[config.mk]
export PLATFORM = sky130hd
export DESIGN_NAME = section_overhead_line_config_regs
export DESIGN_NICKNAME = d
export VERILOG_FILES = /design/src/hdl/solc_pkg.sv /design/src/hdl/section_overhead_line_config_regs.sv
export VERILOG_INCLUDE_DIRS = /design/src /design/src/hdl
export SDC_FILE = /design/constraint.sdc
export NUM_CORES = 1
export LEC_CHECK = 0
export BUFFER_PORTS_ARGS = -buffer_cell sky130_fd_sc_hd__buf_2
export CELL_PAD_IN_SITES_DETAIL_PLACEMENT = 1
export CELL_PAD_IN_SITES_GLOBAL_PLACEMENT = 1
export CORE_MARGIN = 5
export CORE_UTILIZATION = 42
export CTS_CLUSTER_SIZE = 40
export DETAILED_ROUTE_END_ITERATION = 16
export GPL_ROUTABILITY_DRIVEN = 0
export PLACE_DENSITY_LB_ADDON = 0.1
export SLEW_MARGIN = 20
export SYNTH_ARGS = -nofsm -noshare
export SYNTH_HDL_FRONTEND = slang
export SYNTH_SLANG_ARGS = --single-unit
[constraint.sdc]
create_clock -name clock -period 1.6 [get_ports clock]
set_clock_uncertainty 0.2 [all_clocks]
set_input_delay 0.08 -clock clock [delete_from_list [all_inputs] [get_ports clock]]
set_output_delay 0.08 -clock clock [all_outputs]
set_load 0.05 [all_outputs]
[src/hdl/solc_defines.svh]
// Register offsets, field positions, reset values for the section/line bank
`ifndef SOLC_DEFINES_SVH
`define SOLC_DEFINES_SVH
`define SOLC_ADDR_W 8
`define SOLC_OFF_CLK_RECOVERY 8'h09
`define SOLC_OFF_TX_CFG1 8'h0a
`define SOLC_OFF_TX_CFG2 8'h0b
`define SOLC_OFF_RX_CFG 8'h0c
`define SOLC_OFF_SEC_CTRL 8'h10
`define SOLC_OFF_SEC_STAT 8'h11
`define SOLC_RST_CLK_RECOVERY 8'h07
`define SOLC_MASK_CLK_RECOVERY 8'h07
`define SOLC_RST_TX_CFG1 8'h2c
`define SOLC_MASK_TX_CFG1 8'hbf
`define SOLC_RST_TX_CFG2 8'hff
`define SOLC_RST_RX_CFG 8'h01
`define SOLC_MASK_RX_CFG 8'h7f
`define SOLC_RST_SEC_CTRL 8'h00
`define SOLC_MASK_SEC_CTRL 8'hdf
// Control bit positions
`define SOLC_B_OOF_EN 0
`define SOLC_B_LOF_EN 1
`define SOLC_B_LOS_EN 2
`define SOLC_B_BIP_EN 3
`define SOLC_B_FORCE 5
`define SOLC_B_DDS 6
// Transmitter configuration bit positions
`define SOLC_B_TQ 4
`define SOLC_B_OE 5
`define SOLC_B_VREF 7
`endif

[src/hdl/solc_pkg.sv]
// Types shared by the section/line register bank
package solc_pkg;
  typedef struct packed {
    logic [7:0] clkRec;
    logic [7:0] txCfg1;
    logic [7:0] txCfg2;
    logic [7:0] rxCfg;
    logic [7:0] secCtrl;
    logic [2:0] stateSeen;
    logic [3:0] events;
    logic [7:0] rdData;
    logic forceReq;
    logic irq;
  } solc_state_t;
endpackage

[src/hdl/section_overhead_line_config_regs.sv]
// Section overhead and line interface control/status register bank
//
// Chosen here: the address-and-strobe port.
`timescale 1ns/10ps
`include "solc_defines.svh"

module section_overhead_line_config_regs
(
  input wire logic clock,
  input wire logic rst,
  input wire logic [7:0] regAddr,
  input wire logic [7:0] regWrData,
  input wire logic regWrite,
  input wire logic regRead,
  output logic [7:0] regRdData,
  input wire logic frameOutState,
  input wire logic frameLossState,
  input wire logic signalLossState,
  input wire logic sectionParityErr,
  input wire logic frameBoundary,
  output logic forceFrameLoss,
  output logic descrambleDisable,
  output logic txDriveEnable,
  output logic txTrueQuiet,
  output logic referenceSelect,
  output logic [7:0] clockRecoveryCfg,
  output logic [7:0] txCfgSecond,
  output logic [7:0] rxCfg,
  output logic irqOut
);

  // ------------------------------------------------------------
  // State
  // ------------------------------------------------------------
  solc_pkg::solc_state_t state_r;
  solc_pkg::solc_state_t state_nxt;
  logic [2:0] stateNow;
  logic [3:0] eventHits;
  logic [3:0] eventEnables;
  logic [7:0] statusWord;

  // Packs the four enables out of the control word
  function automatic logic [3:0] enablesOf(input logic [7:0] ctrl);
    enablesOf = ctrl[3:0];
  endfunction

  // Detector levels come from same-clock framer logic, so no sync stages
  assign stateNow = {signalLossState, frameLossState, frameOutState};
  assign eventEnables = enablesOf(state_r.secCtrl);
  // A change in any alarm state, or a parity error, is an event
  assign eventHits = {sectionParityErr, stateNow ^ state_r.stateSeen};
  // Live state in low bits, latched events above, bit 7 unused
  assign statusWord = {1'b0, state_r.events, stateNow};

  // ------------------------------------------------------------
  // Next-state logic
  // ------------------------------------------------------------
  // Register writes, read mux, event latching and interrupt combine
  always_comb
  begin
    state_nxt = state_r;
    state_nxt.stateSeen = stateNow;
    state_nxt.rdData = 8'h00;
    // Boundary drops a pending request; a force write in the same
    // cycle re-arms it, so that write is never lost
    if (state_r.forceReq && frameBoundary)
      state_nxt.forceReq = 1'b0;
    if (regWrite)
    begin
      case (regAddr)
        `SOLC_OFF_CLK_RECOVERY:
          state_nxt.clkRec = regWrData & `SOLC_MASK_CLK_RECOVERY;
        `SOLC_OFF_TX_CFG1:
          state_nxt.txCfg1 = regWrData & `SOLC_MASK_TX_CFG1;
        `SOLC_OFF_TX_CFG2:
          state_nxt.txCfg2 = regWrData;
        `SOLC_OFF_RX_CFG:
          state_nxt.rxCfg = regWrData & `SOLC_MASK_RX_CFG;
        `SOLC_OFF_SEC_CTRL:
        begin
          // Force bit is not stored; it arms a request instead
          state_nxt.secCtrl = regWrData & `SOLC_MASK_SEC_CTRL;
          if (regWrData[`SOLC_B_FORCE])
            state_nxt.forceReq = 1'b1;
        end
        default:
          state_nxt.clkRec = state_r.clkRec;
      endcase
    end
    if (regRead)
    begin
      case (regAddr)
        `SOLC_OFF_CLK_RECOVERY: state_nxt.rdData = state_r.clkRec;
        `SOLC_OFF_TX_CFG1: state_nxt.rdData = state_r.txCfg1;
        `SOLC_OFF_TX_CFG2: state_nxt.rdData = state_r.txCfg2;
        `SOLC_OFF_RX_CFG: state_nxt.rdData = state_r.rxCfg;
        // Force position always reads zero
        `SOLC_OFF_SEC_CTRL: state_nxt.rdData = state_r.secCtrl;
        `SOLC_OFF_SEC_STAT: state_nxt.rdData = statusWord;
        default: state_nxt.rdData = 8'h00;
      endcase
    end
    // Clear on status read first, then new events set: set wins
    if (regRead && regAddr == `SOLC_OFF_SEC_STAT)
      state_nxt.events = 4'h0;
    state_nxt.events = state_nxt.events | eventHits;
    // Interrupt follows latched flags, so it falls only after a status read or an enable change
    state_nxt.irq = |(state_nxt.events & enablesOf(state_nxt.secCtrl));
  end

  // ------------------------------------------------------------
  // State register
  // ------------------------------------------------------------
  always_ff @(posedge clock or posedge rst)
  begin
    if (rst)
    begin
      state_r.clkRec <= `SOLC_RST_CLK_RECOVERY;
      state_r.txCfg1 <= `SOLC_RST_TX_CFG1;
      state_r.txCfg2 <= `SOLC_RST_TX_CFG2;
      state_r.rxCfg <= `SOLC_RST_RX_CFG;
      state_r.secCtrl <= `SOLC_RST_SEC_CTRL;
      state_r.stateSeen <= 3'b000;
      state_r.events <= 4'h0;
      state_r.rdData <= 8'h00;
      state_r.forceReq <= 1'b0;
      state_r.irq <= 1'b0;
    end
    else
    begin
      state_r <= state_nxt;
    end
  end

  // ------------------------------------------------------------
  // Outputs, all straight from flip-flops
  // ------------------------------------------------------------
  assign regRdData = state_r.rdData;
  assign forceFrameLoss = state_r.forceReq;
  assign descrambleDisable = state_r.secCtrl[`SOLC_B_DDS];
  // Analog transmitter consumes these levels directly
  assign txDriveEnable = state_r.txCfg1[`SOLC_B_OE];
  assign txTrueQuiet = state_r.txCfg1[`SOLC_B_TQ];
  assign referenceSelect = state_r.txCfg1[`SOLC_B_VREF];
  // Reserved words pass to analog trim; software keeps defaults
  assign clockRecoveryCfg = state_r.clkRec;
  assign txCfgSecond = state_r.txCfg2;
  assign rxCfg = state_r.rxCfg;
  assign irqOut = state_r.irq;

  // ------------------------------------------------------------
  // Check helpers
  // ------------------------------------------------------------
  // Decoded bus strobes, shared by the checks below
  logic ctrlWrite;
  logic forceWrite;
  logic txWrite;
  logic statRead;
  assign ctrlWrite = regWrite && (regAddr == `SOLC_OFF_SEC_CTRL);
  assign forceWrite = ctrlWrite && regWrData[`SOLC_B_FORCE];
  assign txWrite = regWrite && (regAddr == `SOLC_OFF_TX_CFG1);
  assign statRead = regRead && (regAddr == `SOLC_OFF_SEC_STAT);

  // ------------------------------------------------------------
  // Checks
  // ------------------------------------------------------------
  property p_oofEvent;
    @(posedge clock) disable iff (rst)
      ($changed(frameOutState) && !$past(rst)) |=> state_r.events[0];
  endproperty
  a_oofEvent: assert property (p_oofEvent)
    else $error("out-of-frame change not latched");

  property p_lofEvent;
    @(posedge clock) disable iff (rst)
      ($changed(frameLossState) && !$past(rst)) |=> state_r.events[1];
  endproperty
  a_lofEvent: assert property (p_lofEvent)
    else $error("loss-of-frame change not latched");

  property p_losEvent;
    @(posedge clock) disable iff (rst)
      ($changed(signalLossState) && !$past(rst)) |=> state_r.events[2];
  endproperty
  a_losEvent: assert property (p_losEvent)
    else $error("loss-of-signal change not latched");

  property p_bipEvent;
    @(posedge clock) disable iff (rst)
      sectionParityErr |=> state_r.events[3];
  endproperty
  a_bipEvent: assert property (p_bipEvent)
    else $error("parity error not latched");

  property p_readClears;
    @(posedge clock) disable iff (rst)
      (regRead && regAddr == `SOLC_OFF_SEC_STAT && !sectionParityErr)
        |=> !state_r.events[3];
  endproperty
  a_readClears: assert property (p_readClears)
    else $error("status read did not clear parity flag");

  property p_statusLive;
    @(posedge clock) disable iff (rst)
      (regRead && regAddr == `SOLC_OFF_SEC_STAT)
        |=> regRdData[2:0] == $past(stateNow);
  endproperty
  a_statusLive: assert property (p_statusLive)
    else $error("status read shows wrong alarm state");

  property p_irqEnabled;
    @(posedge clock) disable iff (rst)
      irqOut == |(state_r.events & eventEnables);
  endproperty
  a_irqEnabled: assert property (p_irqEnabled)
    else $error("interrupt does not match enabled flags");

  property p_forceHold;
    @(posedge clock) disable iff (rst)
      (forceFrameLoss && !frameBoundary) |=> forceFrameLoss;
  endproperty
  a_forceHold: assert property (p_forceHold)
    else $error("force request dropped before frame boundary");

  property p_forceArm;
    @(posedge clock) disable iff (rst)
      (regWrite && regAddr == `SOLC_OFF_SEC_CTRL && regWrData[5])
        |=> forceFrameLoss;
  endproperty
  a_forceArm: assert property (p_forceArm)
    else $error("force write not armed");

  property p_coincident;
    @(posedge clock) disable iff (rst)
      (regRead && regAddr == `SOLC_OFF_SEC_STAT && sectionParityErr)
        |=> state_r.events[3] ##1 !(regRead && regAddr == 8'h11)
        [*1] |-> state_r.events[3];
  endproperty
  a_coincident: assert property (p_coincident)
    else $error("coincident event lost by clearing read");

  // Each enabled source raises the interrupt one cycle later
  property p_irqOof;
    @(posedge clock) disable iff (rst)
      ($changed(frameOutState) && !$past(rst) && !ctrlWrite &&
        eventEnables[`SOLC_B_OOF_EN]) |=> irqOut;
  endproperty
  a_irqOof: assert property (p_irqOof)
    else $error("out-of-frame change raised no interrupt");

  property p_irqLof;
    @(posedge clock) disable iff (rst)
      ($changed(frameLossState) && !$past(rst) && !ctrlWrite &&
        eventEnables[`SOLC_B_LOF_EN]) |=> irqOut;
  endproperty
  a_irqLof: assert property (p_irqLof)
    else $error("loss-of-frame change raised no interrupt");

  property p_irqLos;
    @(posedge clock) disable iff (rst)
      ($changed(signalLossState) && !$past(rst) && !ctrlWrite &&
        eventEnables[`SOLC_B_LOS_EN]) |=> irqOut;
  endproperty
  a_irqLos: assert property (p_irqLos)
    else $error("loss-of-signal change raised no interrupt");

  property p_irqBip;
    @(posedge clock) disable iff (rst)
      (sectionParityErr && !ctrlWrite && eventEnables[`SOLC_B_BIP_EN])
        |=> irqOut;
  endproperty
  a_irqBip: assert property (p_irqBip)
    else $error("parity error raised no interrupt");

  // Interrupt may only fall after a status read or an enable change
  property p_irqHeld;
    @(posedge clock) disable iff (rst)
      (irqOut && !statRead && !ctrlWrite)
        |=> irqOut;
  endproperty
  a_irqHeld: assert property (p_irqHeld)
    else $error("interrupt dropped with flags still set");

  // Software must not see the force bit stored
  property p_forceReadsZero;
    @(posedge clock) disable iff (rst)
      (regRead && regAddr == `SOLC_OFF_SEC_CTRL)
        |=> !regRdData[`SOLC_B_FORCE];
  endproperty
  a_forceReadsZero: assert property (p_forceReadsZero)
    else $error("force position read back as one");

  property p_forceDrop;
    @(posedge clock) disable iff (rst)
      (forceFrameLoss && frameBoundary && !forceWrite)
        |=> !forceFrameLoss;
  endproperty
  a_forceDrop: assert property (p_forceDrop)
    else $error("force request outlived its frame boundary");

  // Control levels follow the written word on the next cycle
  property p_descramble;
    @(posedge clock) disable iff (rst)
      ctrlWrite
        |=> descrambleDisable == $past(regWrData[`SOLC_B_DDS]);
  endproperty
  a_descramble: assert property (p_descramble)
    else $error("descramble control does not follow write");

  property p_txDrive;
    @(posedge clock) disable iff (rst)
      txWrite
        |=> txDriveEnable == $past(regWrData[`SOLC_B_OE]);
  endproperty
  a_txDrive: assert property (p_txDrive)
    else $error("transmit enable does not follow write");

  property p_trueQuiet;
    @(posedge clock) disable iff (rst)
      txWrite
        |=> txTrueQuiet == $past(regWrData[`SOLC_B_TQ]);
  endproperty
  a_trueQuiet: assert property (p_trueQuiet)
    else $error("true-quiet control does not follow write");

  property p_refSelect;
    @(posedge clock) disable iff (rst)
      txWrite
        |=> referenceSelect == $past(regWrData[`SOLC_B_VREF]);
  endproperty
  a_refSelect: assert property (p_refSelect)
    else $error("reference select does not follow write");

  // Alarm flags clear on a status read when no alarm moves
  property p_alarmClears;
    @(posedge clock) disable iff (rst)
      (statRead && $stable(stateNow) && !$past(rst))
        |=> state_r.events[2:0] == 3'b000;
  endproperty
  a_alarmClears: assert property (p_alarmClears)
    else $error("status read did not clear alarm flags");

  // Read data stand only in the cycle after a read strobe
  property p_rdIdle;
    @(posedge clock) disable iff (rst)
      !regRead
        |=> regRdData == 8'h00;
  endproperty
  a_rdIdle: assert property (p_rdIdle)
    else $error("read data present without a read");

  property p_cfgHold;
    @(posedge clock) disable iff (rst)
      !regWrite |=> $stable(clockRecoveryCfg) && $stable(txCfgSecond)
        && $stable(rxCfg);
  endproperty
  a_cfgHold: assert property (p_cfgHold)
    else $error("configuration word moved without a write");

endmodule

==> results.cfg, run 1 <==
[outcome]
status = completed

[clock_tree]
htreeDepth = 2
cts_tree = built
clkSlewWorstSetupHoldPaths_ns = 0.09
cts_setup_buffers = 0
cts_max_path_buffers = 2
clk_latency_ns = 0.30
root_buffer = clkbuf_8
cts.sinks = 49
cts_buffers = 5

[global_routing]
grt_pass1_vias = 2056
grt_max_degree = 22
grt_usage_pct = 18.8
busiest_layer = met2
grt_util_met1_pct = 25.1
antenna_found_initial = 0
use_met3_pct = 3.01
use_met2_pct = 32.4
gr-total-overflow = 0
grt_pass1_wl_mm = 10.9

[final_layout]
diodes = 0
layout_commonest_cell = buf_2
stdcell_count = 368
final_cell_mix = 56 x buf_2, 36 x buf_4, 34 x dfrtp_1
drive_gt1_share_pct = 53.6
seq_area_sq_um = 1240
syn2layout_area_growth_pct = 27.0
fill_cells = 671
multi_input_area_sq_um = 1000
layout.nets = 317

[setup_path]
cpPeakStageDelay_ns = 0.67
crit_buf_inv = 2
endpoint_kind = register
crit_family = buffers and inverters
critPathRequiredTime_ns = 1.62
crit_chain = buf_2 -> dlygate4sd3_1 -> nand4_1 -> a2bb2o_1 -> o2111ai_1
critPathArrivalTime_ns = 1.53
path_class = input port to register
crit_fanout = 7
crit_slowest_cell = dlygate4sd3_1
critPathLaunchType = input port

[die]
initial_utilization_pct = 43.1
ios = 63
dieArea_sq_um = 7700
core_area_sq_um = 5890
rows = 28
fp.dieW_um = 87.7
die_h_um = 87.7

[logic_synthesis]
async_reset_ff_share_pct = 100
synth_flop_cell = dfrtp_1
postSynthCellCount = 210
synth_area_leaders = dfrtp_1 34%, dfstp_2 16%, buf_4 10%, mux2_2 8.9%, mux2_4 4.7%
synth.distinct_cells = 43
synth_top_cell_by_area = dfrtp_1
yosysWarnings = 0
avgSynthCellArea_sq_um = 12.1
ys_seq_elements = 49
seq_area_frac_synth_pct = 49.0
syn-cell-area_sq_um = 2540
yosysTopAreaCellShare_pct = 33.5
synth_edf_count = 0

[sta]
finalCritPeriodShare_pct = 94.9
slew_viol_final = 0
fin_crit_ns = 1.52
setup_violations = 0
max_freq_mhz = 659
hold_viol = 0
rsz0062_at_grt = false

[min_path]
hp-class = input port to register

[placement]
place_hpwl_mm = 5.08
dp_cells = 344
port_buffers = 56

[drt]
first_pass_iters = 4
routed_wl_mm = 6.85
postRouteAntennaNets = 0
drc = 0
drt_iter0_markers = 70
wl_per_cell_um = 18.6
viasPerCell = 5.17
dr_total_vias = 1903

[power]
power_mw = 2.70
p_leak_nw = 1.61
power.density_nw_per_um2 = 836
peakVddDrop_v = 0.000364

[run]
max_cap_violations = 0
[path summary, 6_finish.rpt]
check | end | cells after the start | slack (ns) | startpoint
setup / recovery | irqOut$_DFF_PP0_ | 5 | 0.08 | regWrite
hold / removal | eventEnables[3]$_DFF_PP0_ | 4 | 0.06 | regAddr[0]
setup reg to reg | irqOut$_DFF_PP0_ | 4 | 0.27 | state_r[10]$_DFF_PP0_
hold reg to reg | state_r[21]$_DFFE_PP0P_ | 1 | 0.33 | state_r[21]$_DFFE_PP0P_
max in group asynchronous | txCfgSecond[6]$_DFFE_PP1P_ | 4 | 0.47 | rst
min in group asynchronous | regRdData[7]$_DFF_PP0_ | 3 | 0.13 | rst
[what timing repair did]
action,4_1_cts,5_1_grt
hold buffers,16,0
hold endpoints to repair,70,0
endpoints found under the setup margin,0,1
resized for setup,0,2
[worst register-to-register path: cells and delay by family (launching register included)]
family,cells,cell delay [ns]
buffers and inverters,1,0.06
flip-flops,1,0.38
AO/OA/AOI/OAI,3,0.60
[synthesized netlist by cell type (3+ instances only)]
cell and instances:
inv_1 9, a21oi_1 7, xor2_1 3, nor2b_1 3, o31ai_1 3, mux2_4 8, mux2_2 20, nand2_1 7
nand4_1 4, a31oi_1 6, a22oi_1 13, nand3_1 4, dfrtp_1 34, or2_2 3, a22o_1 3, buf_4 34
dfstp_2 15, a2bb2o_1 3
[layer usage]
layer,vias up,wire (um)
met5,-,0
li1,888,-
met2,43,3430
met1,967,3090
met4,0,55
met3,5,279
[layout make-up]
cell class,count,share of cell area (%)
Clock buffer,7,2.68
Sequential cell,49,38.6
Timing Repair Buffer,109,22.7
Tap cell,75,2.91
Clock inverter,1,0.932
Multi-Input combinational cell,118,31.1
Inverter,9,1.05
[where the power goes]
group          total (mW)  internal, mW  leakage [nW]  switching [mW]
combinational       0.436         0.159         0.949           0.277
clock               0.926         0.510        0.0585           0.416
sequential           1.33          1.30         0.598          0.0339
[sequential cells by signal (all words and copies together), names as in the netlist]
register	cells
rxCfg	7
txTrueQuiet	1
forceFrameLoss	1
descrambleDisable	1
eventEnables	4
state_r	13
txCfgSecond	8
referenceSelect	1
irqOut	1
regRdData	8
txDriveEnable	1
clockRecoveryCfg	3
[logic make-up after synthesis]
| logic type | synth area share, % |
|---|---|
| mux | 14.0 |
| xor+xnor | 1.04 |
| flops | 49.0 |
| buf+inv | 12.6 |
| other cells | 0.148 |
| simple gates | 11.6 |
| compound gates | 11.6 |
[metrics by stage]
stage	setup slack (ns)	area (sq um)	setup TNS, ns	util [%]	hold slack (ns)
finish	0.0820	3220	0	54.8	0.0577
global route	0.0496	3220	0	54.8	0.0747
CTS	0.0343	3210	0	54.6	0.0303
detailed placement	-0.241	2940	-2.60	49.9	-0.0694
global placement	-0.142	2940	-1.46	49.9	-0.0699
floorplan	0.0357	2560	0	-	-0.0886
(Power assumes the default switching activity.)
==> inputs of run 2 (changes only) <==
--- a/config.mk
+++ b/config.mk
@@ -9,2 +9,3 @@
 export BUFFER_PORTS_ARGS = -buffer_cell sky130_fd_sc_hd__buf_2
+export CAP_MARGIN = 20
 export CELL_PAD_IN_SITES_DETAIL_PLACEMENT = 1
@@ -17,2 +18,3 @@
 export PLACE_DENSITY_LB_ADDON = 0.1
+export SETUP_SLACK_MARGIN = 0.3
 export SLEW_MARGIN = 20
--- a/constraint.sdc
+++ b/constraint.sdc
@@ -4,2 +4,2 @@
 set_output_delay 0.08 -clock clock [all_outputs]
-set_load 0.05 [all_outputs]
+set_load 0.01 [all_outputs]
==> run 2 against run 1 <==
Compared with the run above: via count is essentially flat; sequential cell count is the same; clock power shrank 15%; power down 7.0%; hold slack better by 0.0076 ns; highest routed layer unchanged; utilization up 4.5 points; combinational power decreased by 12%; fmax grew 11%; register-to-register slack improved by 0.05 ns; non-clock buffer count grew 4.
==> results.cfg, run 2 (synthesis results as in run 1) <==
[outcome]
status = completed

[final_layout]
top_register = state_r
fill_cells = 621
layout_commonest_cell = buf_2
seq_area_sq_um = 1240
post-route-util_pct = 59.3
multi_input_area_sq_um = 1160
largest_register_ffs = 13
layout.nets = 321
diodes = 0
drive_gt1_share_pct = 60.9
stdcell_count = 372
syn2layout_area_growth_pct = 37.5
final_cell_mix = 44 x buf_2, 38 x buf_4, 34 x dfrtp_1

[drt]
first_pass_iters = 4
routed_wl_mm = 7.12
drt_iter0_markers = 58
viasPerCell = 5.12
wl_per_cell_um = 19.1
drc = 0
postRouteAntennaNets = 0
dr_total_vias = 1904

[power]
power_mw = 2.51
power.density_nw_per_um2 = 719
peakVddDrop_v = 0.000567
p_leak_nw = 1.69

[clock_tree]
clk_latency_ns = 0.31
htreeDepth = 2
cts.sinks = 49
cts_tree = built
cts_max_path_buffers = 2
root_buffer = clkbuf_8
clkSlewWorstSetupHoldPaths_ns = 0.09
cts_buffers = 5

[sta]
max_freq_mhz = 734
rsz0062_at_grt = true
fin_setup_tns_ns = 0
setup_violations = 0
hold_viol = 0
fin_crit_ns = 1.36
worst_hold_slack_ns = 0.0652
slew_viol_final = 0
finalCritPeriodShare_pct = 85.2

[die]
initial_utilization_pct = 43.1
dieArea_sq_um = 7700
ios = 63
core_area_sq_um = 5890
die_h_um = 87.7
rows = 28
fp.dieW_um = 87.7

[placement]
dp_cells = 337
place_hpwl_mm = 5.16
port_buffers = 56

[global_routing]
grt_pass1_wl_mm = 11.1
antenna_found_initial = 0
grt_pass1_vias = 2050
grt_usage_pct = 19.4
gr-total-overflow = 0
grt_max_degree = 30

[setup_path]
crit_fanout = 4
critPathRequiredTime_ns = 1.58
critPathArrivalTime_ns = 1.35
endpoint_kind = register
critPathLaunchType = input port
reg2reg_depth = 3
path_class = input port to register

[min_path]
hold_depth = 5
hp-class = input port to register

[run]
max_cap_violations = 0
run 2: cell type report:
type / count / area share, %
sequential: 49 / 35.7
multi-input combinational: 118 / 33.2
timing repair buffer: 113 / 24.6
tap: 75 / 2.69
clock buffer: 6 / 2.37
inverter: 9 / 1.08
clock inverter: 2 / 0.394
run 2: path summary, 6_finish.rpt:
path / from / endpoint / slack [ns]
max: regAddr[1] / irqOut$_DFF_PP0_ / 0.24
max in group asynchronous: rst / txCfgSecond[1]$_DFFE_PP1P_ / 0.49
min in group asynchronous: rst / regRdData[3]$_DFF_PP0_ / 0.13
min: regAddr[6] / eventEnables[0]$_DFF_PP0_ / 0.07
max reg2reg: clockRecoveryCfg[1]$_DFFE_PP1P_ / regRdData[1]$_DFF_PP0_ / 0.32
min reg2reg: state_r[24]$_DFFE_PP0P_ / state_r[24]$_DFFE_PP0P_ / 0.32
run 2: metrics by stage:
stage / instance area (sq um) / setup slack (ns)
final: 3490 / 0.237
after global routing: 3490 / 0.189
after CTS: 3310 / 0.247
after detailed placement: 2920 / -0.175
after global placement: 2920 / -0.103
after floorplan: 2600 / 0.0839
run 2: worst max-delay path, cell delays in order:
cell,delay (ns)
buf_8,0.10
or4b_4,0.62
o31ai_4,0.28
a2bb2o_4,0.16
o2111ai_2,0.10
run 2: routing by layer:
metal  track usage (%)  routed length, um  vias up
li1                  -                  -      898
met1              26.3               3170      950
met2              32.5               3580       49
met3              3.29                305        7
met4              4.88                 65        0
met5                 0                  0        -
run 2: power breakdown:
part	leakage (nW)	internal (mW)	total, mW	switching, mW
clock network	0.0512	0.351	0.788	0.437
registers	0.598	1.30	1.34	0.0354
logic	1.04	0.205	0.384	0.179
total	1.69	1.86	2.51	0.651
run 2: what timing repair did:
action                                  CTS  global route
pin swaps                                 8             5
buffers inserted                          2             8
endpoints found under the hold margin    81             1
hold buffers                             16             1
endpoints found under the setup margin   15            46
gates resized for setup                  25            24
==> inputs of run 3 (changes only) <==
PLACE_DENSITY_LB_ADDON = 0.15   (was 0.1)
==> run 3 against run 2 <==
Compared with the run above: the run now ends with hold timing left; sequential power barely moved; setup slack worse by 0.024 ns; first-iteration DRC count fell by 33%; via count is essentially flat; utilization fell by 1.6 points; clock power shrank 5.2%; cell area fell by 2.7%; die area stayed put; hold slack worse by 0.068 ns; routed wire length about the same; critical path depth did not move; sequential share of layout area is 0.99 points higher; largest power group unchanged; highest routed layer unchanged.
==> results.cfg, run 3 (synthesis results as in run 1) <==
[final_layout]
top_register = state_r
multi_input_area_sq_um = 1130
layout.nets = 314
largest_register_ffs = 13
diodes = 0
fill_cells = 640
syn2layout_area_growth_pct = 33.8
layout_commonest_cell = buf_2
drive_gt1_share_pct = 58.6
final_cell_mix = 44 x buf_2, 34 x dfrtp_1, 30 x buf_4
seq_area_sq_um = 1240

[drt]
routed_wl_mm = 7.13
first_pass_iters = 4
top_layer = met4
wl_met3_um = 353
wl_met2_mm = 3.55
drt_iter0_markers = 39
drc = 0
postRouteAntennaNets = 0
viasPerCell = 5.21
m1WireLength_mm = 3.10
wl_per_cell_um = 19.5
dr_total_vias = 1903

[sta]
worst_hold_slack_ns = -0.00286
slew_viol_final = 0
hold_viol = 2
fin_setup_tns_ns = 0
max_freq_mhz = 721
setup_violations = 0
finalCritPeriodShare_pct = 86.6
rsz0062_at_grt = true
fin_crit_ns = 1.39

[global_routing]
grt_pass1_wl_mm = 10.9
antenna_found_initial = 0
gr-total-overflow = 0
grt_pass1_vias = 2070
grt_max_degree = 50
grt_usage_pct = 18.6

[setup_path]
crit_fanout = 6
critPathRequiredTime_ns = 1.58
endpoint_kind = register
path_class = input port to register
critPathArrivalTime_ns = 1.37
critPathLaunchType = input port

[clock_tree]
clkSlewWorstSetupHoldPaths_ns = 0.09
htreeDepth = 2
cts_tree = built
cts_max_path_buffers = 2
cts.sinks = 49
root_buffer = clkbuf_8
cts_buffers = 5
clk_latency_ns = 0.31

[die]
die_h_um = 87.7
dieArea_sq_um = 7700
fp.dieW_um = 87.7
initial_utilization_pct = 43.1
core_area_sq_um = 5890
rows = 28
ios = 63

[outcome]
status = complete, but fails checks
violations = hold timing

[placement]
place_hpwl_mm = 4.80
port_buffers = 56

[power]
p_leak_nw = 1.63
power_mw = 2.45
power.density_nw_per_um2 = 721
peakVddDrop_v = 0.000303

[run]
max_cap_violations = 0

[min_path]
hp-class = input port to register
==> run 3: area by class of cell <==
type / instances / area share, %
repair buffers: 106 / 23.8
clock inverters: 2 / 0.405
inverters: 9 / 1.11
well taps: 75 / 2.76
multi-input cells: 118 / 33.2
clock buffers: 6 / 2.14
flip-flops and latches: 49 / 36.7
==> run 3: worst paths after layout <==
| path | startpoint | endpoint | slack, ns | cells after the start |
|---|---|---|---|---|
| max in group asynchronous | rst | txCfgSecond[6]$_DFFE_PP1P_ | 0.73 | 4 |
| hold reg to reg | state_r[21]$_DFFE_PP0P_ | state_r[21]$_DFFE_PP0P_ | 0.31 | 1 |
| min in group asynchronous | rst | regRdData[0]$_DFF_PP0_ | 0.16 | 4 |
| setup reg to reg | clockRecoveryCfg[0]$_DFFE_PP1P_ | regRdData[0]$_DFF_PP0_ | 0.24 | 3 |
| setup / recovery | regAddr[3] | irqOut$_DFF_PP0_ | 0.21 | 5 |
| hold / removal | regAddr[3] | eventEnables[2]$_DFF_PP0_ | -0.003 | 5 |
==> run 3: per-stage QoR <==
step | setup WS [ns] | util (%) | instances | cell area [sq um]
after CTS | 0.252 | 55.0 | 359 | 3230
after global placement | -0.108 | 49.5 | 336 | 2910
after global routing | 0.202 | 57.7 | 365 | 3400
after detailed placement | -0.138 | 49.5 | 336 | 2910
final | 0.214 | 57.7 | 365 | 3400
after floorplan | 0.0839 | - | 215 | 2600
==> run 3: what timing repair did <==
action / 4_1_cts / 5_1_grt
hold buffers: 15 / 1
gates cloned: 0 / 0
resized for setup: 16 / 28
hold endpoints to repair: 91 / 1
setup endpoints to repair: 14 / 38
pin swaps: 6 / 11
setup buffers: 0 / 5
==> run 3: per-layer routing <==
metal | vias up | GRT usage, %
met2 | 60 | 30.5
met5 | - | 0
met4 | 0 | 4.32
met3 | 10 | 3.76
met1 | 950 | 25.3
li1 | 883 | -
==> run 3: critical path: stages <==
cell and delay (ns):
buf_8 0.11, or4b_4 0.61, o31ai_4 0.29, a2bb2o_4 0.16
o2111ai_2 0.11
==> run 3: power by group <==
group | switching, mW | total, mW | internal, mW
combinational | 0.174 | 0.367 | 0.193
clock | 0.435 | 0.747 | 0.313
sequential | 0.0353 | 1.34 | 1.30
